===== config.mk =====
export PLATFORM = sky130hd
export DESIGN_NAME = pcm_top
export DESIGN_NICKNAME = d
export VERILOG_FILES = /design/src/rtl/pcm_pkg.sv /design/src/rtl/pcm_addr_if.sv /design/src/rtl/pcm_addr_gen.sv /design/src/rtl/pcm_status.sv /design/src/rtl/pcm_top.sv
export SDC_FILE = /design/constraint.sdc
export NUM_CORES = 1
export LEC_CHECK = 0
export ABC_AREA = 1
export ABC_CLOCK_PERIOD_IN_PS = 1500
export CAP_MARGIN = 20
export CORE_MARGIN = 5
export CORE_UTILIZATION = 37
export DETAILED_ROUTE_END_ITERATION = 6
export DONT_BUFFER_PORTS = 1
export PLACE_DENSITY = 0.53
export SKIP_CTS_REPAIR_TIMING = 1
export SYNTH_ARGS = -nofsm -noshare
export SYNTH_HDL_FRONTEND = slang
export SYNTH_SLANG_ARGS = --single-unit

===== constraint.sdc =====
create_clock -name clock -period 1.5 [get_ports clock]
set_clock_uncertainty 0.2 [all_clocks]
set_input_delay 0.075 -clock clock [delete_from_list [all_inputs] [get_ports clock]]
set_output_delay 0.075 -clock clock [all_outputs]
set_load 0.02 [all_outputs]

===== src/rtl/pcm_pkg.sv =====
// Purpose: shared constants and types for the configuration cycle master
// Assumes: one 10 MHz clock, synchronous active-high reset
// Notes:   command codes follow the PCI configuration read/write encodings

// ============================================================
// package
package pcm_pkg;

  // host side address width (byte address inside the config window)
  localparam int HOST_AW = 24;

  // PCI bus commands driven on the command/byte-enable lines
  localparam logic [3:0] CMD_CFG_READ = 4'hA;
  localparam logic [3:0] CMD_CFG_WRITE = 4'hB;

  // mode select and field positions of the host address
  localparam logic [1:0] DECODE_SEL = 2'h3;
  localparam int SEL_HI = 23;
  localparam int SEL_LO = 22;
  localparam int CODE_HI = 15;
  localparam int CODE_LO = 11;
  localparam int DIRECT_HI = 23;
  localparam int DEC_COPY_HI = 10;
  localparam int DWORD_LO = 2;
  localparam int DEC_FIELD_W = 21;
  localparam logic [4:0] DECODE_MAX = 5'h14;

  // low address bits for the two configuration types
  localparam logic [1:0] TYPE0_LOW = 2'h0;
  localparam logic [1:0] TYPE1_LOW = 2'h1;

  // cycles after the address phase before master abort is declared
  localparam logic [2:0] MASTER_ABORT_CYCLES = 3'h5;

  // read data returned when the cycle is aborted
  localparam logic [31:0] ABORT_READ_DATA = 32'hFFFFFFFF;

  // status word layout and reset value
  localparam int STAT_MASTER_ABORT = 29;
  localparam int STAT_TARGET_ABORT = 28;
  localparam logic [31:0] STATUS_RESET = 32'h00000000;

  // bus sequencer states
  typedef enum logic [2:0] {
    ST_IDLE = 3'b000,
    ST_REQ = 3'b001,
    ST_ADDR = 3'b010,
    ST_DATA = 3'b011,
    ST_TURN = 3'b100
  } pcm_state_type;

  // how the single data phase ended
  typedef enum logic [1:0] {
    RES_OK = 2'b00,
    RES_RETRY = 2'b01,
    RES_MABORT = 2'b10,
    RES_TABORT = 2'b11
  } pcm_result_type;

endpackage


===== src/rtl/pcm_addr_if.sv =====
// Purpose: carries the latched host address to the address generator
// Assumes: driven from flip-flops held for a whole transaction
// Notes:   requester modport drives, generator modport answers

`timescale 1ns/1ps
`default_nettype none

// ============================================================
// interface
interface pcm_addr_if
  import pcm_pkg::*;
();
  logic [HOST_AW-1:0] host_addr;
  logic type1;
  logic [31:0] pci_addr;
  logic decoded;

  modport requester (output host_addr, output type1,
                     input pci_addr, input decoded);
  modport generator (input host_addr, input type1,
                     output pci_addr, output decoded);
endinterface

`default_nettype wire


===== src/rtl/pcm_addr_gen.sv =====
// Purpose: forms the PCI configuration address from the host address
// Assumes: inputs stable while the transaction runs
// Notes:   purely combinational; clock and reset serve the checks only

`timescale 1ns/1ps
`default_nettype none

// ============================================================
// address generator
module pcm_addr_gen
  import pcm_pkg::*;
(
  // clock and reset
  input wire logic clock,
  input wire logic srst,
  // address carrier
  pcm_addr_if.generator aif
);

  // one-hot decode of the device select code
  function automatic logic [DEC_FIELD_W-1:0] dev_decode(
    input logic [4:0] code
  );
    logic [DEC_FIELD_W-1:0] v;
    v = '0;
    if (code != 5'h00 && code <= DECODE_MAX)
    begin
      v[code] = 1'b1;
    end
    return v;
  endfunction

  logic dec_mode;
  logic [4:0] code;

  // mode select and address assembly
  always_comb
  begin
    code = aif.host_addr[CODE_HI:CODE_LO];
    dec_mode = (aif.host_addr[SEL_HI:SEL_LO] == DECODE_SEL) && !aif.type1;
    if (dec_mode)
    begin
      aif.pci_addr = {dev_decode(code),
                      aif.host_addr[DEC_COPY_HI:DWORD_LO],
                      TYPE0_LOW};
    end
    else
    begin
      aif.pci_addr = {8'h00,
                      aif.host_addr[DIRECT_HI:DWORD_LO],
                      aif.type1 ? TYPE1_LOW : TYPE0_LOW};
    end
    aif.decoded = dec_mode;
  end

  a_direct_upper: assert property (@(posedge clock)
    disable iff (srst) !aif.decoded |-> aif.pci_addr[31:24] == 8'h00)
    else $error("direct mode upper bits not zero");

  a_direct_copy: assert property (@(posedge clock)
    disable iff (srst) !aif.decoded |->
      aif.pci_addr[23:2] == aif.host_addr[DIRECT_HI:DWORD_LO])
    else $error("direct mode address not copied");

  a_direct_type: assert property (@(posedge clock)
    disable iff (srst) !aif.decoded |->
      aif.pci_addr[1:0] == (aif.type1 ? TYPE1_LOW : TYPE0_LOW))
    else $error("direct mode type bits wrong");

  a_decode_select: assert property (@(posedge clock)
    disable iff (srst)
    aif.decoded |-> (aif.host_addr[15:11] inside {[5'h01:5'h14]}
      ? aif.pci_addr[11 + aif.host_addr[15:11]] &&
        $onehot(aif.pci_addr[31:11])
      : aif.pci_addr[31:11] == '0))
    else $error("device select decode wrong");

  a_decode_low: assert property (@(posedge clock) disable iff (srst)
    aif.decoded |-> aif.pci_addr[10:0] ==
      {aif.host_addr[DEC_COPY_HI:DWORD_LO], TYPE0_LOW})
    else $error("decoded mode low bits wrong");

endmodule

`default_nettype wire


===== src/rtl/pcm_status.sv =====
// Purpose: sticky abort flags and the host interrupt they raise
// Assumes: set and clear are one-cycle pulses
// Notes:   a set arriving with its clear wins

`timescale 1ns/1ps
`default_nettype none

// ============================================================
// abort status
module pcm_status
  import pcm_pkg::*;
(
  // clock and reset
  input wire logic clock,
  input wire logic srst,
  // events and software control
  input wire logic set_master_abort,
  input wire logic set_target_abort,
  input wire logic clr_master_abort,
  input wire logic clr_target_abort,
  input wire logic abort_irq_enable,
  // results
  output logic [31:0] status,
  output logic host_irq
);

  logic ma_q;
  logic ta_q;

  // received master abort flag
  always_ff @(posedge clock)
  begin
    if (srst)
      ma_q <= STATUS_RESET[STAT_MASTER_ABORT];
    else if (set_master_abort)
      ma_q <= 1'b1;
    else if (clr_master_abort)
      ma_q <= 1'b0;
  end

  // received target abort flag
  always_ff @(posedge clock)
  begin
    if (srst)
      ta_q <= STATUS_RESET[STAT_TARGET_ABORT];
    else if (set_target_abort)
      ta_q <= 1'b1;
    else if (clr_target_abort)
      ta_q <= 1'b0;
  end

  // status word and gated interrupt
  always_comb
  begin
    status = STATUS_RESET;
    status[STAT_MASTER_ABORT] = ma_q;
    status[STAT_TARGET_ABORT] = ta_q;
  end
  assign host_irq = abort_irq_enable && (ma_q || ta_q);

  a_set_wins: assert property (@(posedge clock) disable iff (srst)
    set_master_abort && clr_master_abort |=> ma_q)
    else $error("master abort set lost to clear");

endmodule

`default_nettype wire


===== src/rtl/pcm_top.sv =====
// Purpose: turns host configuration-space accesses into PCI config cycles
// Assumes: PCI pins synchronous to clock; host holds request until ready
// Notes:   single data phase per cycle; retried cycles reuse latched state
//
// What this block does
// A host write inside the config window starts one PCI config write.
// A host read inside the config window starts one PCI config read.
// Unless select bits are 11 on a type 0 access, upper address is zero.
// In direct mode host bits 23 to 2 pass unchanged to the PCI address.
// In direct mode the low two bits are 00 for type 0 and 01 for type 1.
// Select bits 11 on a type 0 access decode bits 15:11 onto bits 31:11.
// Codes 1 to 20 give one bit rising per code, others give all zeros.
// In decoded mode bits 10 to 2 are copied and the low two bits are 00.
// Host software forms a meaningful address with one device select set.
// Write byte enables come from the host byte-lane size, one Dword only.
// A retried config write is reissued at the earliest opportunity.
// A retried config read is reissued at the earliest opportunity.
// A write master abort drops data, sets status bit 29, may interrupt.
// A write target abort drops data, sets status bit 28, may interrupt.
// A read master abort returns all ones and sets status bit 29.
// A read target abort returns all ones and sets status bit 28.
// A reissued cycle keeps the same address, byte enables and data.

`timescale 1ns/1ps
`default_nettype none

// ============================================================
// top
module pcm_top
  import pcm_pkg::*;
(
  // clock and reset
  input wire logic clock,
  input wire logic srst,
  // host request
  input wire logic host_req,
  input wire logic host_write,
  input wire logic host_type1,
  input wire logic [HOST_AW-1:0] host_addr,
  input wire logic [3:0] host_byte_lane_size,
  input wire logic [31:0] host_wdata,
  output logic host_ready,
  // host answer
  output logic host_done,
  output logic [31:0] host_rdata,
  // status and interrupt
  input wire logic clr_master_abort,
  input wire logic clr_target_abort,
  input wire logic abort_irq_enable,
  output logic [31:0] status,
  output logic host_irq,
  // PCI arbitration
  output logic req_l,
  input wire logic gnt_l,
  // PCI control pins
  input wire logic frame_l_in,
  output logic frame_l_out,
  output logic frame_l_oe,
  input wire logic irdy_l_in,
  output logic irdy_l_out,
  output logic irdy_l_oe,
  input wire logic devsel_l_in,
  input wire logic trdy_l_in,
  input wire logic stop_l_in,
  // PCI address/data and command/byte enables
  input wire logic [31:0] ad_in,
  output logic [31:0] ad_out,
  output logic ad_oe,
  output logic [3:0] cbe_l_out,
  output logic cbe_l_oe
);

  pcm_state_type state_q;
  pcm_result_type result_q;
  logic write_q;
  logic type1_q;
  logic [HOST_AW-1:0] addr_q;
  logic [3:0] be_l_q;
  logic [31:0] wdata_q;
  logic [2:0] wait_q;
  logic devsel_seen_q;
  logic done_q;
  logic [31:0] rdata_q;

  logic bus_idle;
  logic phase_ok;
  logic phase_retry;
  logic phase_tabort;
  logic phase_mabort;
  logic phase_end;

  pcm_addr_if aif ();

  // ============================================================
  // address generation from the latched request
  assign aif.host_addr = addr_q;
  assign aif.type1 = type1_q;

  pcm_addr_gen u_addr_gen (
    .clock (clock),
    .srst (srst),
    .aif (aif.generator)
  );

  // ============================================================
  // data phase outcome decode
  assign bus_idle = frame_l_in && irdy_l_in;
  assign phase_ok = !devsel_l_in && !trdy_l_in;
  assign phase_retry = !devsel_l_in && trdy_l_in && !stop_l_in;
  assign phase_tabort = devsel_l_in && devsel_seen_q && !stop_l_in;
  assign phase_mabort = devsel_l_in && !devsel_seen_q &&
                        (wait_q >= MASTER_ABORT_CYCLES);
  assign phase_end = (state_q == ST_DATA) &&
                     (phase_ok || phase_retry || phase_tabort ||
                      phase_mabort);

  // ============================================================
  // sequencer
  always_ff @(posedge clock)
  begin
    if (srst)
      state_q <= ST_IDLE;
    else
    begin
      case (state_q)
        ST_IDLE:
          if (host_req)
            state_q <= ST_REQ;
        ST_REQ:
          if (!gnt_l && bus_idle)
            state_q <= ST_ADDR;
        ST_ADDR:
          state_q <= ST_DATA;
        ST_DATA:
          if (phase_end)
            state_q <= ST_TURN;
        ST_TURN:
          if (result_q == RES_RETRY)
            state_q <= ST_REQ;
          else
            state_q <= ST_IDLE;
        default:
          state_q <= ST_IDLE;
      endcase
    end
  end

  // request capture, held unchanged across retries
  always_ff @(posedge clock)
  begin
    if (srst)
    begin
      write_q <= 1'b0;
      type1_q <= 1'b0;
      addr_q <= '0;
      be_l_q <= 4'hF;
      wdata_q <= 32'h00000000;
    end
    else if (state_q == ST_IDLE && host_req)
    begin
      write_q <= host_write;
      type1_q <= host_type1;
      addr_q <= host_addr;
      be_l_q <= ~host_byte_lane_size;
      wdata_q <= host_wdata;
    end
  end

  // devsel watch and master abort timer
  always_ff @(posedge clock)
  begin
    if (srst)
    begin
      wait_q <= 3'h0;
      devsel_seen_q <= 1'b0;
    end
    else if (state_q == ST_ADDR)
    begin
      wait_q <= 3'h1;
      devsel_seen_q <= 1'b0;
    end
    else if (state_q == ST_DATA)
    begin
      if (wait_q < MASTER_ABORT_CYCLES)
        wait_q <= wait_q + 3'h1;
      if (!devsel_l_in)
        devsel_seen_q <= 1'b1;
    end
  end

  // outcome of the data phase
  always_ff @(posedge clock)
  begin
    if (srst)
      result_q <= RES_OK;
    else if (phase_end)
    begin
      if (phase_ok)
        result_q <= RES_OK;
      else if (phase_retry)
        result_q <= RES_RETRY;
      else if (phase_tabort)
        result_q <= RES_TABORT;
      else
        result_q <= RES_MABORT;
    end
  end

  // host answer: read data and completion pulse
  always_ff @(posedge clock)
  begin
    if (srst)
    begin
      done_q <= 1'b0;
      rdata_q <= 32'h00000000;
    end
    else
    begin
      done_q <= phase_end && !phase_ok && phase_retry ? 1'b0 : phase_end;
      if (phase_end && !write_q)
      begin
        if (phase_ok)
          rdata_q <= ad_in;
        else if (!phase_retry)
          rdata_q <= ABORT_READ_DATA;
      end
    end
  end
  assign host_done = done_q;
  assign host_rdata = rdata_q;
  assign host_ready = (state_q == ST_IDLE);

  // ============================================================
  // abort status; write data is simply dropped on abort
  pcm_status u_status (
    .clock (clock),
    .srst (srst),
    .set_master_abort (phase_end && !phase_ok && !phase_retry &&
                       !phase_tabort),
    .set_target_abort (phase_end && !phase_ok && !phase_retry &&
                       phase_tabort),
    .clr_master_abort (clr_master_abort),
    .clr_target_abort (clr_target_abort),
    .abort_irq_enable (abort_irq_enable),
    .status (status),
    .host_irq (host_irq)
  );

  // ============================================================
  // pin drive: one address phase, then exactly one data phase
  always_comb
  begin
    req_l = !(state_q == ST_REQ);
    frame_l_oe = (state_q == ST_ADDR) || (state_q == ST_DATA);
    frame_l_out = !(state_q == ST_ADDR);
    irdy_l_oe = (state_q == ST_DATA) || (state_q == ST_TURN);
    irdy_l_out = !(state_q == ST_DATA);
    cbe_l_oe = (state_q == ST_ADDR) || (state_q == ST_DATA);
    ad_oe = (state_q == ST_ADDR) || (state_q == ST_DATA && write_q);
    if (state_q == ST_ADDR)
    begin
      ad_out = aif.pci_addr;
      cbe_l_out = write_q ? CMD_CFG_WRITE : CMD_CFG_READ;
    end
    else
    begin
      ad_out = wdata_q;
      cbe_l_out = be_l_q;
    end
  end

  // ============================================================
  // checks
  a_retry_reissue: assert property (@(posedge clock)
    disable iff (srst)
    phase_end && phase_retry && !phase_ok |=> ##1 state_q == ST_REQ)
    else $error("retried cycle not reissued");

  a_retry_same: assert property (@(posedge clock)
    disable iff (srst) state_q == ST_TURN && result_q == RES_RETRY |=>
      $stable(addr_q) && $stable(wdata_q) && $stable(be_l_q) &&
      $stable(write_q) && $stable(type1_q))
    else $error("retry changed request");

  a_abort_ones: assert property (@(posedge clock)
    disable iff (srst)
    phase_end && !write_q && (phase_mabort || phase_tabort) &&
      !phase_ok && !phase_retry |=> host_rdata == ABORT_READ_DATA)
    else $error("aborted read not all ones");

  a_mabort_flag: assert property (@(posedge clock)
    disable iff (srst)
    phase_end && phase_mabort && !phase_ok && !phase_retry &&
      !phase_tabort |=> status[STAT_MASTER_ABORT])
    else $error("master abort flag not set");

  a_addr_phase: assert property (@(posedge clock)
    disable iff (srst) state_q == ST_ADDR |-> ad_oe && !frame_l_out &&
      ad_out == aif.pci_addr)
    else $error("address phase drive wrong");

  a_single_dword: assert property (@(posedge clock)
    disable iff (srst) state_q == ST_DATA |-> frame_l_out && !irdy_l_out)
    else $error("more than one data phase");

  a_done_once: assert property (@(posedge clock)
    disable iff (srst) host_done |=> !host_done && host_ready)
    else $error("completion pulse malformed");

endmodule

`default_nettype wire


==> out/results.ini <==
[timing]
slew_headroom = 0.500
finalSetupTns_ns = -19.27
setup_viol = 124
timing.final.crit_share = 1.29
finalCriticalPeriod_ns = 1.94
worstMarginPinSlew_ns = 0.749
slew_viol_final = 0
fin_ws_ns = -0.441
fin_hold_ws_ns = -0.422
clock.fmax_mhz = 515
rsz0062_at_grt = true
hold_violations = 23

[drt]
ant_nets = 0
wl_per_cell_um = 16.6
vias = 5289
finalWirelength_mm = 18.2
vias_per_cell = 4.84
first_iter_violations = 229
firstDrtPassIters = 4
drc = 0

[layout]
nNetsFinal = 1020
drive_above_1_share = 0.412
seq_area_um2 = 2100
fin_util = 0.644
multi_input_area_um2 = 3150
fillers = 1039
areaGrowthSynthToFinish_pct = 69.9

[floorplan]
core_um2 = 13300
start_util = 0.379
dieArea_um2 = 16100
rows = 42
ios = 216
die-width_um = 127
die_h_um = 127

[yosys]
synth_area_um2 = 5060
post_synth_num_cell_types = 32
yosys.area.top_type_share = 0.412
async_flop_share = 0
ys_ff_latch = 104
synthCells = 728
synth_area_leaders = dfxtp_1 41%, nand2_1 7.9%, nor2_1 7.9%
yosysTopAreaCell = dfxtp_1
yosysWarnings = 0
synth_edf_count = 0
ys_top_cells_by_count = 107 x nand2_1, 107 x nor2_1, 104 x dfxtp_1
yosysSeqAreaShare = 0.412
syn_area_per_cell_um2 = 6.95
synth_flop_cell = dfxtp_1

[clock_tree]
cts_root_buffer = clkbuf_16
clock_sinks = 104
numCtsBuffers = 9
worstSkewPairLatency_ns = 0.35
clock_path_buffers = 2
htreeDepth = 3
clkSlewWorstSetupHoldPaths_ns = 0.07
cts_tree = yes

[power_and_ir_drop]
ir_worst_vdd_mv = 0.561
powerDensity_nw_per_um2 = 926
p_leak_nw = 3.59

[critical_path]
reg2reg_setup_slack_ns = -0.24
start_kind = register
worstSetupPathType = register to output pin
crit_path_max_fanout = 10
cp.required_ns = 1.22
critPathArrivalTime_ns = 1.67
cp-end-kind = output pin

[grt]
grt_usage = 0.168
grt_pass1_wl_mm = 21.8
grt_max_degree = 49
grt-ovfl-total = 0
grt_pass1_vias = 4431
antenna_found_initial = 1

[place]
routabilityCongestion = 0.802
io_buffers = 0
detailed_place_hpwl_mm = 10.4
post-place-ws_ns = -0.126

[flow_run]
max_cap_viol_count = 0

[run_status]
status = finished with violations
violations = negative hold slack, negative setup slack

[worst_hold_path]
hold_class = input port to register

[flip-flops by register name (all words and copies together) (netlist names)]
| register | count |
|---|---|
| host_rdata | 32 |
| wdata_q | 32 |
| addr_q | 22 |
| be_l_q | 4 |
| state_q | 3 |
| wait_q | 3 |
| result_q | 2 |
| aif.type1 | 1 |
| devsel_seen_q | 1 |
| host_done | 1 |
| u_status.ma_q | 1 |
| u_status.ta_q | 1 |
| write_q | 1 |
[kinds of logic after synthesis]
family,synth area share
adder cells (fa/ha/maj),0.00495
other,0.000741
flip-flops,0.412
AO/OA/AOI/OAI,0.175
AND/OR/NAND/NOR,0.242
buffers and inverters,0.166
[per-stage QoR]
| step | cells | cell area [µm²] | power, mW |
|---|---|---|---|
| 6_report | 1093 | 8600 | 7.96 |
| 5_1_grt | 1093 | 8600 | 8.29 |
| 4_1_cts | 956 | 5950 | 6.93 |
| 3_5_place_dp | 941 | 5690 | 4.69 |
| 3_3_place_gp | 941 | 5690 | 4.67 |
| 2_1_floorplan | 757 | 5250 | 4.22 |
[where the power goes]
part	switching [mW]	leakage, nW	internal [mW]	total [mW]
combinational	1.40	2.60	1.21	2.61
clock	1.03	0.130	1.21	2.24
sequential	0.130	0.857	2.98	3.11
[worst max-delay path: stages, from the launching register on]
cell and delay, ns:
dfxtp_4 0.37, nor2_4 0.16, nand2_8 0.10, buf_8 0.15, buf_12 0.14, a22oi_2 0.21, buf_4 0.17
[final cells by class]
type	instances	share of cell area
antenna	1	0.000291
clock buffer	15	0.0311
inverter	100	0.0467
multi-input combinational	481	0.366
sequential	104	0.244
tap	176	0.0256
timing repair buffer	215	0.284
timing repair inverter	1	0.00131
[layout by cell type (no fill, tap or decap), types with 4 or more instances in the layout]
cell type      count
a21oi_1           36
o22ai_4            5
dfxtp_2            6
inv_1             88
nand2_1           65
buf_8              9
clkbuf_1           4
buf_4             52
a21oi_2           30
buf_12            13
a22oi_2            7
nand2_4           11
clkbuf_16         23
o21ai_1           16
or2_2             32
o21ai_4            7
nor2_2            26
o21ai_2           45
nand2_2           31
buf_6             29
dlygate4sd3_1     98
nand3_2            4
dfxtp_1           95
inv_2              9
conb_1            30
nand4_1            5
o21ai_0           13
nor2_4            17
nand3_1           10
nor2_1            68
[metal layers]
metal / track usage / part of all wire / vias up
met5: 0 / 0 / -
met2: 0.283 / 0.53 / 164
li1: - / - / 2596
met4: 0.0669 / 0.022 / 0
met1: 0.197 / 0.39 / 2496
met3: 0.0542 / 0.057 / 33
[path summary, 6_finish.rpt]
check | cells past startpoint | to | start
hold reg to reg | 2 | wdata_q[15] | wdata_q[15]
hold / removal | 1 | wait_q[0] | srst
setup reg to reg | 12 | host_rdata[16] | wait_q[1]
setup / recovery | 6 | ad_out[22] | state_q[0]
Power figures use the tool's default switching activity.
